[config.mk]
export PLATFORM = sky130hd
export DESIGN_NAME = reset_source_controller
export DESIGN_NICKNAME = d
export VERILOG_FILES = /design/src/design/rst_ctrl_pkg.sv /design/src/design/reset_source_controller.sv
export SDC_FILE = /design/constraint.sdc
export NUM_CORES = 1
export LEC_CHECK = 0
export ABC_AREA = 1
export BUFFER_PORTS_ARGS = -buffer_cell sky130_fd_sc_hd__buf_4
export CORE_ASPECT_RATIO = 0.7
export CORE_MARGIN = 8
export CORE_UTILIZATION = 34
export CTS_CLUSTER_DIAMETER = 100
export DETAILED_ROUTE_END_ITERATION = 8
export GPL_TIMING_DRIVEN = 0
export PLACE_DENSITY = 0.64
export SYNTH_ARGS = -nofsm -noshare
export SYNTH_HDL_FRONTEND = slang
export SYNTH_SLANG_ARGS = --single-unit
[constraint.sdc]
create_clock -name pclk -period 1.74 [get_ports pclk]
set_input_delay 0.261 -clock pclk [delete_from_list [all_inputs] [get_ports pclk]]
set_output_delay 0.261 -clock pclk [all_outputs]
set_load 0.01 [all_outputs]
[src/design/rst_ctrl_pkg.sv]
// Constants, register map and carrier types of the reset source controller.
// Assumes a 200 MHz register clock and a 32-bit APB register bus.
package rst_ctrl_pkg;

	// ==========================================================
	// Register map (byte addresses)
	localparam int PADDR_W = 12;
	localparam logic [11:0] OFF_PIN_KEY = 12'h000;
	localparam logic [11:0] OFF_FLAGS = 12'h004;
	localparam logic [11:0] OFF_THR_KEY = 12'h008;
	localparam logic [11:0] OFF_STATUS = 12'h00c;
	localparam logic [11:0] OFF_IRQ_STAT = 12'h010;
	localparam logic [11:0] OFF_IRQ_MASK = 12'h014;

	// ==========================================================
	// Key codes and reset values
	localparam logic [7:0] KEY_GPIO = 8'h55;
	localparam logic [7:0] KEY_RSTPIN = 8'haa;
	localparam logic [7:0] KEY_POR = 8'h55;
	localparam logic [7:0] THR_2V10 = 8'h55;
	localparam logic [7:0] THR_2V55 = 8'h33;
	localparam logic [7:0] THR_3V15 = 8'h99;
	localparam logic [7:0] THR_3V80 = 8'haa;
	localparam logic [3:0] FLAGS_POR = 4'h0;
	localparam logic [4:0] IRQ_POR = 5'h00;

	// ==========================================================
	// Field positions
	localparam int FLAG_WDT_KEY = 0;
	localparam int FLAG_THR_KEY = 1;
	localparam int FLAG_LOWVOLT = 2;
	localparam int FLAG_KEY_FAULT = 3;
	localparam int EV_WDT_TIMEOUT = 4;
	localparam int NUM_EV = 5;
	localparam int ST_TIMEOUT = 0;
	localparam int ST_PWRDN = 1;
	localparam int ST_PIN_RESET = 2;
	localparam int ST_THR_LSB = 4;

	// ==========================================================
	// Timing
	localparam int CLK_MHZ = 200;
	localparam int KEY_FAULT_DELAY_NS = 10000;
	localparam int KEY_FAULT_CYCLES = KEY_FAULT_DELAY_NS * CLK_MHZ / 1000;
	localparam int LVR_PERSIST_NS = 120000;
	localparam int LVR_PERSIST_CYCLES =
		(LVR_PERSIST_NS * CLK_MHZ + 999) / 1000;
	localparam logic [4:0] RESET_HOLD_CYCLES = 5'h10;

	// ==========================================================
	// Types
	typedef enum logic [1:0] {
		THR_SEL_2V10,
		THR_SEL_2V55,
		THR_SEL_3V15,
		THR_SEL_3V80
	} thr_sel_t;

	typedef struct packed {
		logic psel;
		logic penable;
		logic pwrite;
		logic [11:0] paddr;
		logic [31:0] pwdata;
	} apb_req_t;

	typedef struct packed {
		logic pready;
		logic pslverr;
		logic [31:0] prdata;
	} apb_rsp_t;

	typedef struct packed {
		logic sleep_idle;
		logic powerdown;
	} cpu_mode_t;

endpackage

[src/design/reset_source_controller.sv]
// Reset source controller: key registers, reset cause flags, reset pulses.
// Assumes an APB master on pclk, an asynchronous reset pin and comparator,
// and watchdog and mode signals that come from logic on pclk.
//
// Chosen here: the register addresses and the APB register port.
`timescale 1ns/1ps

// Notes on behaviour
// Pin key 0x55 means general I/O, 0xaa reset pin, others are faults.
// Invalid pin key gives full reset after fault delay, sets key-fault flag.
// Every reset but sleep watchdog timeout returns pin key to 0x55.
// Reset-pin selection overrides all other sharing of that pin.
// Key-fault flag set only by pin-key fault reset; software zero clears.
// Flag register bits seven to four always read zero.
// Genuine low-supply reset sets low-voltage flag; software zero clears it.
// Low supply resets only if low lasts longer than persistence time.
// Threshold key accepts 0x55, 0x33, 0x99, 0xaa selecting four levels.
// Bad threshold key resets after fault delay and returns it to 0x55.
// Threshold key keeps its value across a genuine low-supply reset.
// Bad threshold key sets threshold-fault flag; software zero clears it.
// Low-supply reset is disabled while in power-down mode.
// Running watchdog timeout acts as low-voltage reset, setting timeout; here it also returns the threshold key to 0x55.
// Sleep watchdog timeout clears only PC and SP, sets timeout flag.
// Flags timeout/power-down: POR 0/0, run timeout 1/u, sleep 1/1.
// Power-on reset drives the full system reset to the whole device.
// External low on reset pin, when selected, resets the device.
// Key-fault delay is a parameter count of clock cycles.
module reset_source_controller #(
	parameter int KEY_FAULT_CYCLES = rst_ctrl_pkg::KEY_FAULT_CYCLES,
	parameter int LVR_PERSIST_CYCLES = rst_ctrl_pkg::LVR_PERSIST_CYCLES
) (
	// Clock, reset, enable
	input wire logic pclk,
	input wire logic presetn,
	input wire logic ce,
	// Register bus
	input wire rst_ctrl_pkg::apb_req_t apb_req,
	output rst_ctrl_pkg::apb_rsp_t apb_rsp,
	// Reset sources
	input wire logic external_reset_pin_n,
	input wire logic supply_low,
	input wire logic wdt_timeout,
	input wire logic watchdog_key_fault,
	input wire rst_ctrl_pkg::cpu_mode_t cpu_mode,
	input wire logic status_clear,
	// Reset outputs and status
	output logic sys_reset_r,
	output logic pc_sp_clear_r,
	output logic pin_is_reset_r,
	output rst_ctrl_pkg::thr_sel_t threshold_sel_r,
	output logic watchdog_timeout_flag_r,
	output logic powerdown_flag_r,
	output logic irq_r
);
	import rst_ctrl_pkg::*;

	// ==========================================================
	// Declarations
	logic pin_meta_r, pin_s_r, low_meta_r, low_s_r;
	logic [7:0] pin_key_r, thr_key_r;
	logic [3:0] flags_r;
	logic [NUM_EV-1:0] irq_stat_r, irq_mask_r, irq_ev;
	logic [1:0] fault_pend_r;
	logic [11:0] key_cnt_r;
	logic [15:0] low_cnt_r;
	logic [4:0] hold_cnt_r;
	logic pin_key_bad, thr_key_bad, thr_valid;
	thr_sel_t thr_dec;
	logic lvr_fire, pin_fire, wdt_run_fire, wdt_sleep_fire;
	logic key_fire, full_fire, access, mapped, wr_en;
	logic [31:0] rd_mux;
	logic wr_pin_key, wr_thr_key, wr_flags, wr_irq_stat, wr_irq_mask;

	// ==========================================================
	// Pin and comparator synchronisers
	always_ff @(posedge pclk or negedge presetn) begin
		if (!presetn) begin
			pin_meta_r <= 1'b1;
			pin_s_r <= 1'b1;
			low_meta_r <= 1'b0;
			low_s_r <= 1'b0;
		end else if (ce) begin
			pin_meta_r <= external_reset_pin_n;
			pin_s_r <= pin_meta_r;
			low_meta_r <= supply_low;
			low_s_r <= low_meta_r;
		end
	end

	// ==========================================================
	// Key decode
	always_comb begin
		thr_valid = 1'b1;
		thr_dec = THR_SEL_2V10;
		unique case (thr_key_r)
			THR_2V10: thr_dec = THR_SEL_2V10;
			THR_2V55: thr_dec = THR_SEL_2V55;
			THR_3V15: thr_dec = THR_SEL_3V15;
			THR_3V80: thr_dec = THR_SEL_3V80;
			default: thr_valid = 1'b0;
		endcase
	end

	assign pin_key_bad = (pin_key_r != KEY_GPIO) &&
		(pin_key_r != KEY_RSTPIN);
	assign thr_key_bad = !thr_valid;

	// ==========================================================
	// Reset triggers
	// Fires once, on the cycle the low level outlasts the persistence count
	assign lvr_fire = low_s_r && !cpu_mode.powerdown &&
		(low_cnt_r == 16'(LVR_PERSIST_CYCLES));
	assign pin_fire = pin_is_reset_r && !pin_s_r;
	assign wdt_run_fire = wdt_timeout && !cpu_mode.sleep_idle;
	assign wdt_sleep_fire = wdt_timeout && cpu_mode.sleep_idle;
	assign key_fire = (fault_pend_r != 2'b00) &&
		(key_cnt_r == 12'(KEY_FAULT_CYCLES - 1));
	assign full_fire = lvr_fire || pin_fire || wdt_run_fire || key_fire;

	// Low-supply persistence counter; saturates past the limit so a long
	// brown-out gives one reset, not a stream of them
	always_ff @(posedge pclk or negedge presetn) begin
		if (!presetn) begin
			low_cnt_r <= 16'h0000;
		end else if (ce) begin
			if (!low_s_r || cpu_mode.powerdown) begin
				low_cnt_r <= 16'h0000;
			end else if (low_cnt_r <= 16'(LVR_PERSIST_CYCLES)) begin
				low_cnt_r <= low_cnt_r + 16'h0001;
			end
		end
	end

	// Key-fault delay: a fault is latched when seen, so a later rewrite of
	// the key cannot cancel the pending reset
	always_ff @(posedge pclk or negedge presetn) begin
		if (!presetn) begin
			fault_pend_r <= 2'b00;
			key_cnt_r <= 12'h000;
		end else if (ce) begin
			if (key_fire) begin
				fault_pend_r <= 2'b00;
				key_cnt_r <= 12'h000;
			end else begin
				fault_pend_r <= fault_pend_r |
					{thr_key_bad, pin_key_bad};
				if (fault_pend_r != 2'b00) begin
					key_cnt_r <= key_cnt_r + 12'h001;
				end
			end
		end
	end

	// ==========================================================
	// Reset pulse generation
	// The counter starts loaded so the whole device sees reset after POR
	always_ff @(posedge pclk or negedge presetn) begin
		if (!presetn) begin
			hold_cnt_r <= RESET_HOLD_CYCLES;
			sys_reset_r <= 1'b1;
		end else if (ce) begin
			if (full_fire) begin
				hold_cnt_r <= RESET_HOLD_CYCLES;
				sys_reset_r <= 1'b1;
			end else if (hold_cnt_r != 5'h00) begin
				hold_cnt_r <= hold_cnt_r - 5'h01;
				sys_reset_r <= (hold_cnt_r != 5'h01);
			end else begin
				sys_reset_r <= 1'b0;
			end
		end
	end

	always_ff @(posedge pclk or negedge presetn) begin
		if (!presetn) begin
			pc_sp_clear_r <= 1'b0;
		end else if (ce) begin
			pc_sp_clear_r <= wdt_sleep_fire && !full_fire;
		end
	end

	// ==========================================================
	// APB slave: one wait state, then pready for one cycle
	assign access = apb_req.psel && apb_req.penable;
	assign mapped = (apb_req.paddr == OFF_PIN_KEY) ||
		(apb_req.paddr == OFF_FLAGS) || (apb_req.paddr == OFF_THR_KEY) ||
		(apb_req.paddr == OFF_STATUS) || (apb_req.paddr == OFF_IRQ_STAT) ||
		(apb_req.paddr == OFF_IRQ_MASK);
	assign wr_en = access && apb_rsp.pready && apb_req.pwrite && mapped;
	assign wr_pin_key = wr_en && (apb_req.paddr == OFF_PIN_KEY);
	assign wr_thr_key = wr_en && (apb_req.paddr == OFF_THR_KEY);
	assign wr_flags = wr_en && (apb_req.paddr == OFF_FLAGS);
	assign wr_irq_stat = wr_en && (apb_req.paddr == OFF_IRQ_STAT);
	assign wr_irq_mask = wr_en && (apb_req.paddr == OFF_IRQ_MASK);

	always_comb begin
		rd_mux = 32'h0000_0000;
		unique case (apb_req.paddr)
			OFF_PIN_KEY: rd_mux[7:0] = pin_key_r;
			OFF_FLAGS: rd_mux[3:0] = flags_r;
			OFF_THR_KEY: rd_mux[7:0] = thr_key_r;
			OFF_STATUS: begin
				rd_mux[ST_TIMEOUT] = watchdog_timeout_flag_r;
				rd_mux[ST_PWRDN] = powerdown_flag_r;
				rd_mux[ST_PIN_RESET] = pin_is_reset_r;
				rd_mux[ST_THR_LSB +: 2] = threshold_sel_r;
			end
			OFF_IRQ_STAT: rd_mux[NUM_EV-1:0] = irq_stat_r;
			OFF_IRQ_MASK: rd_mux[NUM_EV-1:0] = irq_mask_r;
			default: rd_mux = 32'h0000_0000;
		endcase
	end

	always_ff @(posedge pclk or negedge presetn) begin
		if (!presetn) begin
			apb_rsp <= '0;
		end else if (ce) begin
			if (access && !apb_rsp.pready) begin
				apb_rsp.pready <= 1'b1;
				apb_rsp.pslverr <= !mapped;
				apb_rsp.prdata <= apb_req.pwrite ? 32'h0000_0000 : rd_mux;
			end else begin
				apb_rsp.pready <= 1'b0;
				apb_rsp.pslverr <= 1'b0;
			end
		end
	end

	// ==========================================================
	// Key registers
	always_ff @(posedge pclk or negedge presetn) begin
		if (!presetn) begin
			pin_key_r <= KEY_POR;
		end else if (ce) begin
			if (full_fire) begin
				pin_key_r <= KEY_POR;
			end else if (wr_pin_key) begin
				pin_key_r <= apb_req.pwdata[7:0];
			end
		end
	end

	// Kept over a genuine low-supply reset and a sleep watchdog timeout
	always_ff @(posedge pclk or negedge presetn) begin
		if (!presetn) begin
			thr_key_r <= KEY_POR;
		end else if (ce) begin
			if ((key_fire && fault_pend_r[1]) || pin_fire || wdt_run_fire ||
				(key_fire && fault_pend_r[0])) begin
				thr_key_r <= KEY_POR;
			end else if (lvr_fire) begin
				thr_key_r <= thr_key_r;
			end else if (wr_thr_key) begin
				thr_key_r <= apb_req.pwdata[7:0];
			end
		end
	end

	always_ff @(posedge pclk or negedge presetn) begin
		if (!presetn) begin
			pin_is_reset_r <= 1'b0;
			threshold_sel_r <= THR_SEL_2V10;
		end else if (ce) begin
			pin_is_reset_r <= (pin_key_r == KEY_RSTPIN);
			if (thr_valid) begin
				threshold_sel_r <= thr_dec;
			end
		end
	end

	// ==========================================================
	// Reset cause flags: a set in the same cycle as a clear wins
	always_ff @(posedge pclk or negedge presetn) begin
		if (!presetn) begin
			flags_r <= FLAGS_POR;
		end else if (ce) begin
			flags_r <= (wr_flags ? (flags_r & apb_req.pwdata[3:0]) : flags_r) |
				{key_fire && fault_pend_r[0],
				lvr_fire,
				key_fire && fault_pend_r[1],
				watchdog_key_fault};
		end
	end

	always_ff @(posedge pclk or negedge presetn) begin
		if (!presetn) begin
			watchdog_timeout_flag_r <= 1'b0;
			powerdown_flag_r <= 1'b0;
		end else if (ce) begin
			if (wdt_timeout) begin
				watchdog_timeout_flag_r <= 1'b1;
			end else if (status_clear) begin
				watchdog_timeout_flag_r <= 1'b0;
			end
			if (wdt_sleep_fire) begin
				powerdown_flag_r <= 1'b1;
			end else if (status_clear) begin
				powerdown_flag_r <= 1'b0;
			end
		end
	end

	// ==========================================================
	// Interrupts
	assign irq_ev = {wdt_timeout, key_fire && fault_pend_r[0], lvr_fire,
		key_fire && fault_pend_r[1], watchdog_key_fault};

	always_ff @(posedge pclk or negedge presetn) begin
		if (!presetn) begin
			irq_stat_r <= IRQ_POR;
			irq_mask_r <= IRQ_POR;
			irq_r <= 1'b0;
		end else if (ce) begin
			irq_stat_r <= (wr_irq_stat ?
				(irq_stat_r & ~apb_req.pwdata[NUM_EV-1:0]) : irq_stat_r) |
				irq_ev;
			if (wr_irq_mask) begin
				irq_mask_r <= apb_req.pwdata[NUM_EV-1:0];
			end
			irq_r <= |(irq_stat_r & irq_mask_r);
		end
	end
endmodule // reset_source_controller

Word-level counts from Yosys, hierarchy flattened. Index checks and enable logic that the tools add are counted.

Add/subtract/negate cells: 3. Multipliers: 0. Divide/modulo/power cells: 0. $lt $le $gt $ge: 1. Equality and inequality tests: 16. Shift operators: 0. Muxes and demuxes: 28. Bitwise logic cells: 7. Reduce and logical (&&, ||, !) cells: 62.

Operator list (count): $mux 8 (6); $mux 16 (2); $eq 12x4->1 const B (2); $eq 12x5->1 const B (2); $eq 8x8->1 const B (3); $mux 12 (2); $logic_and 1x1->1 (20); $pmux 3 s6 (1); $reduce_and 2->1 (9); $add 16x1->16 const B (1); $eq 16x15->1 const B (1); $le 16x15->1 const B (1); $reduce_bool 2->1 (8); $mux 5 (3); $add 12x1->12 const B (1); $eq 12x11->1 const B (1); $eq 12x3->1 const B (1); $logic_not 12->1 (1); $logic_or 1x1->1 (12); $and 5x5->5 (2); $pmux 1 s5 (2); $eq 8x6->1 const B (1); $eq 8x7->1 const B (1); $logic_not 1->1 (8); other kinds (20) (26).

Register bits: 111. Bits in latches: 0. Memory bits (writable): 0. ROM bits: 0. Input bits: 57. Output and inout bits: 42. Logic and storage cells: 140. Memories kept: 0.

Longest topological paths before layout.
Depth after elaboration: 11. Gate-level depth with buffers: 12. Gate-level depth less buffers: 11.

Worst setup path after synthesis. Ideal clock, no wire load.

Path type: register to register. From: reg low_cnt_r[0]. To: reg hold_cnt_r[2]. Setup time: 0.118 ns. Data arrival time: 1.420 ns. Required time: 1.622 ns. Path slack: 0.203 ns. Stages on the path, launching flop included: 13. Clock period less this slack: 1.537 ns. Cell sequence: dfrtp_1 inv_1 ha_1 nand2_1 nor2_2 nand3_4 nor2_4 inv_2 nand2_2 nand2_2 buf_6 nand3_1 nand2_1.

Longest elaborated chain between the ends: 7.

Ends and longest elaborated chain: start, declared (RTL line reset_source_controller.sv:65) `logic [15:0] low_cnt_r;`; start signal, assigned (RTL line reset_source_controller.sv:129) `low_cnt_r <= low_cnt_r + 16'h0001;`; $eq 16x15->1 * (RTL line reset_source_controller.sv:112) `(low_cnt_r == 16'(LVR_PERSIST_CYCLES));`; $logic_and 1x1->1 * (RTL line reset_source_controller.sv:111) `assign lvr_fire = low_s_r && !cpu_mode.powerdown &&`; $logic_or 1x1->1 * (3 in a row) (RTL line reset_source_controller.sv:118) `assign full_fire = lvr_fire || pin_fire || wdt_run_fire || key_fire;`; $reduce_bool 2->1 (no line); $reduce_and 2->1 (no line); end signal, assigned (RTL line reset_source_controller.sv:166) `hold_cnt_r <= hold_cnt_r - 5'h01;`; end, declared (RTL line reset_source_controller.sv:66) `logic [4:0] hold_cnt_r;`.

Every way passes the cells marked *; elsewhere a longest branch is shown, timed or not. A chain may end at the register's enable or synchronous reset.

Worst setup path in the final report.
From: reg low_cnt_r[5]. To: reg hold_cnt_r[2].

Same word-level chain as after synthesis.

==> qor.txt <==
LOGIC SYNTHESIS
---------------------------------------------------------------------------------
Seq/Total Area, Yosys ..............................................        0.423
Flop and latch count out of synthesis ..............................           87
Count of different cell masters after synthesis ....................           42
Synthesized area per cell ..........................................     7.68 µm²
Post-synthesis cell count ..........................................          674
Post-synth design cell area ........................................     5180 µm²
Portion of synthesized cell area occupied by the leading cell type .        0.362
Largest cells by area after synthesis .............................. sky130_fd_sc_hd__dfrtp_1 (36%), sky130_fd_sc_hd__nand2_1 (14%), sky130_fd_sc_hd__dfstp_2 (6.1%), sky130_fd_sc_hd__nand3_1 (5.2%), sky130_fd_sc_hd__inv_1 (4.8%)
Cell accounting for the most synthesized area ...................... sky130_fd_sc_hd__dfrtp_1
Number of warnings reported in the yosys synthesis log .............            0

CLOCK TREE
---------------------------------------------------------------------------------
Clock buffer count from CTS ........................................            9
Clock sink total ...................................................           87
Clk Tree Root Cell ................................................. sky130_fd_sc_hd__clkbuf_16
Quantity of hold-fixing buffers added after cts ....................            0
H-Tree Level Count .................................................            3
CTS tree ...........................................................          yes
Max Buffers Root-to-Sink ...........................................            2
Clk_lat worst skew .................................................      0.34 ns
CTS clk-pin slew, worst paths ......................................      0.07 ns

SETUP PATH
---------------------------------------------------------------------------------
Data required time of the worst path ...............................      1.97 ns
Chain of cells forming the critical path ........................... inv_2 > nand2_1 > nor2_4 > nand3_4 > nor2_4 > inv_2 > nand2_4 > nand2_4 > buf_6 > nand3_2 > nand2_1
Largest fanout on the critical path ................................            6
Number of buffers and inverters on the critical path ...............            3
Crit start category ................................................         flop
CP Data Arrival Time ...............................................      1.90 ns
Maximum cell stage delay along the critical path ...................      0.42 ns
Type of element capturing the critical path ........................         flop
Category of the critical setup timing path ......................... flop to flop
Delay-heaviest family, CP .......................................... simple AND/OR/NAND/NOR gates
Slowest CP cell .................................................... sky130_fd_sc_hd__dfrtp_1

POWER AND IR DROP
---------------------------------------------------------------------------------
Leakage ............................................................   0.00316 µW
Overall power after layout .........................................      5480 µW
Power density over cell area .......................................   861 nW/µm²
Max rail drop VDD ..................................................     0.502 mV

ROUTING
---------------------------------------------------------------------------------
Number of vias per cell after detailed routing .....................         4.69
Starting DRT DRC Count .............................................          427
Count of vias placed by the detailed router ........................         4543
First drt pass iteration count .....................................            5
# DRC ..............................................................            0
Post-detailed-routing wire length ..................................      13.8 mm
Routed wire length per instance ....................................      14.2 µm
Antenna Nets Post-Route ............................................            0

GLOBAL ROUTING
---------------------------------------------------------------------------------
First-pass GRT wire length .........................................      22.3 mm
Number of global-route vias before repair ..........................         4319
Number of antenna violations at the first check in global routing ..            0
Sum of overflow across all layers after global routing .............            0
Largest net degree at the start of global routing ..................           88
All-layer global routing usage .....................................        0.142

STA
---------------------------------------------------------------------------------
Least-Margin Pin Slew ..............................................      1.10 ns
Setup repair after global routing missed its margin ................         true
Fin crit share .....................................................        0.958
Setup violations, final ............................................            0
Total Negative Setup Slacks ........................................         0 ns
Final Hold Fails ...................................................            0
Max transition margin ..............................................        0.265
Highest Clock Rate .................................................    0.600 GHz
Skew final .........................................................   0.00883 ns
Final max-slew violation count .....................................            0
Fin worst setup slack ..............................................    0.0737 ns
Time the worst path needs with I/O delays and setup ................      1.67 ns

DIE
---------------------------------------------------------------------------------
Die boundary width .................................................       164 µm
Number of I/O pins .................................................           99
CORE AREA ..........................................................    14800 µm²
Die Area ...........................................................    19500 µm²
Initial Utilization ................................................        0.350
Placement row count ................................................           37
Vertical die dimension .............................................       119 µm

PLACE
---------------------------------------------------------------------------------
# placed instances .................................................          941
Placer's final routability congestion estimate .....................        0.899
Dpl ws .............................................................   -0.0359 ns
Number of input and output port buffers inserted ...................           49
Detailed placer's ending HPWL ......................................      10.4 mm

FINAL LAYOUT
---------------------------------------------------------------------------------
Seq. cell area .....................................................     2200 µm²
Layout net count ...................................................          832
Area overhead of the layout relative to synthesis ..................        22.9%
Layout cell share with drive strength beyond 1 .....................        0.248
Area of combinational cells with multiple inputs ...................     2600 µm²
Number of antenna diodes ...........................................            0
Fill cell count ....................................................         1493
Post-layout util ...................................................        0.430
Layout Cells excl Fill .............................................          969

RUN
---------------------------------------------------------------------------------
# Max-Cap Violations ...............................................            0

STATUS
---------------------------------------------------------------------------------
Outcome ............................................................    completed

WORST HOLD PATH
---------------------------------------------------------------------------------
Hold WC Path Type .................................................. primary input to async pin

cells in the final DEF (no fill, tap or decap), types with 11 or more instances in the layout:
cell | Yosys | final
sky130_fd_sc_hd__dfrtp_1 | 75 | 72
sky130_fd_sc_hd__nand2_1 | 198 | 196
sky130_fd_sc_hd__inv_1 | 66 | 62
sky130_fd_sc_hd__o21ai_1 | 16 | 16
sky130_fd_sc_hd__nand4_1 | 20 | 20
sky130_fd_sc_hd__nor2_1 | 58 | 55
sky130_fd_sc_hd__xor2_1 | 16 | 16
sky130_fd_sc_hd__nor2_2 | 10 | 11
sky130_fd_sc_hd__dfstp_2 | 12 | 12
sky130_fd_sc_hd__nor3_1 | 16 | 15
sky130_fd_sc_hd__buf_4 | 27 | 87
sky130_fd_sc_hd__conb_1 | 1 | 24
sky130_fd_sc_hd__nand3_1 | 54 | 50
sky130_fd_sc_hd__o21ai_0 | 20 | 20
stage by stage:
step           hold slack, ns  cell area (µm²)
5_1_grt                 0.140             6360
6_report                0.123             6360
2_1_floorplan         -0.0346             5270
4_1_cts                 0.124             6210
3_5_place_dp            0.463             5880
3_3_place_gp            0.453             5880
path summary, 6_finish.rpt:
path,endpoint,cells past startpoint,start,slack [ns]
worst min-delay path,apb_rsp[7],1,presetn,0.12
worst max-delay path,hold_cnt_r[2],11,low_cnt_r[5],0.07
min in group pclk,pin_key_r[5],3,apb_req[5],0.13
worst max register to register,hold_cnt_r[2],11,low_cnt_r[5],0.07
worst min register to register,pin_meta_r,2,pin_meta_r,0.47
max in group asynchronous,low_cnt_r[9],1,presetn,0.84
final cells by class:
class | instances | share of cell area
repair buffers | 61 | 0.0726
inverters | 72 | 0.0429
well taps | 195 | 0.0383
clock inverters | 7 | 0.0114
flip-flops and latches | 87 | 0.345
multi-input cells | 501 | 0.409
plain buffers | 37 | 0.0452
clock buffers | 9 | 0.0354
synthesized netlist by cell type, drive strengths merged:
library cell    n
a21oi           9
a22o            3
nand3b          3
dfstp          12
xnor2           3
clkbuf          3
nor4            2
inv            71
xor2           16
nand4          21
o211ai          2
ha              6
a31oi           1
nor3           18
conb            1
buf            34
o22ai           2
o21a            2
nand3          62
clkinv          1
o21ai          41
a221oi          1
nand2         205
dfrtp          75
nor2           73
or2             7
state kept, by name, summed over array words and instances, names as in the netlist, 4 cells and up:
register,count
apb_rsp,10
flags_r,4
hold_cnt_r,5
irq_mask_r,5
irq_stat_r,5
key_cnt_r,12
low_cnt_r,16
pin_key_r,8
thr_key_r,8
layer usage:
metal / wire [µm] / vias to the layer above / track usage / part of all wire
li1: - / 2319 / - / -
met1: 6990 / 2078 / 0.211 / 0.51
met2: 5650 / 132 / 0.202 / 0.41
met3: 1050 / 14 / 0.0382 / 0.076
met4: 117 / 0 / 0.0249 / 0.0085
met5: 0 / - / 0 / 0
repair_timing:
item                                    CTS  global route
endpoints found under the setup margin    9            29
setup buffers                             3             8
cloned                                    0             1
pin swaps                                 2            11
resized for setup                         3            27
report_power, final:
| part | switching (µW) | internal (µW) | total, µW |
|---|---|---|---|
| sequential | 193 | 2250 | 2440 |
| clock | 859 | 1120 | 1980 |
| combinational | 607 | 454 | 1060 |
| total | 1660 | 3820 | 5480 |
cell families after synthesis:
logic type               Yosys count  synth area share
other                              1          0.000724
XOR/XNOR                          19            0.0321
AO/OA/AOI/OAI                     61            0.0681
flip-flops                        87             0.423
adder cells (fa/ha/maj)            6            0.0145
AND/OR/NAND/NOR                  391             0.353
buffers and inverters            109             0.108
Note: power is estimated with default switching activity, not from simulation.
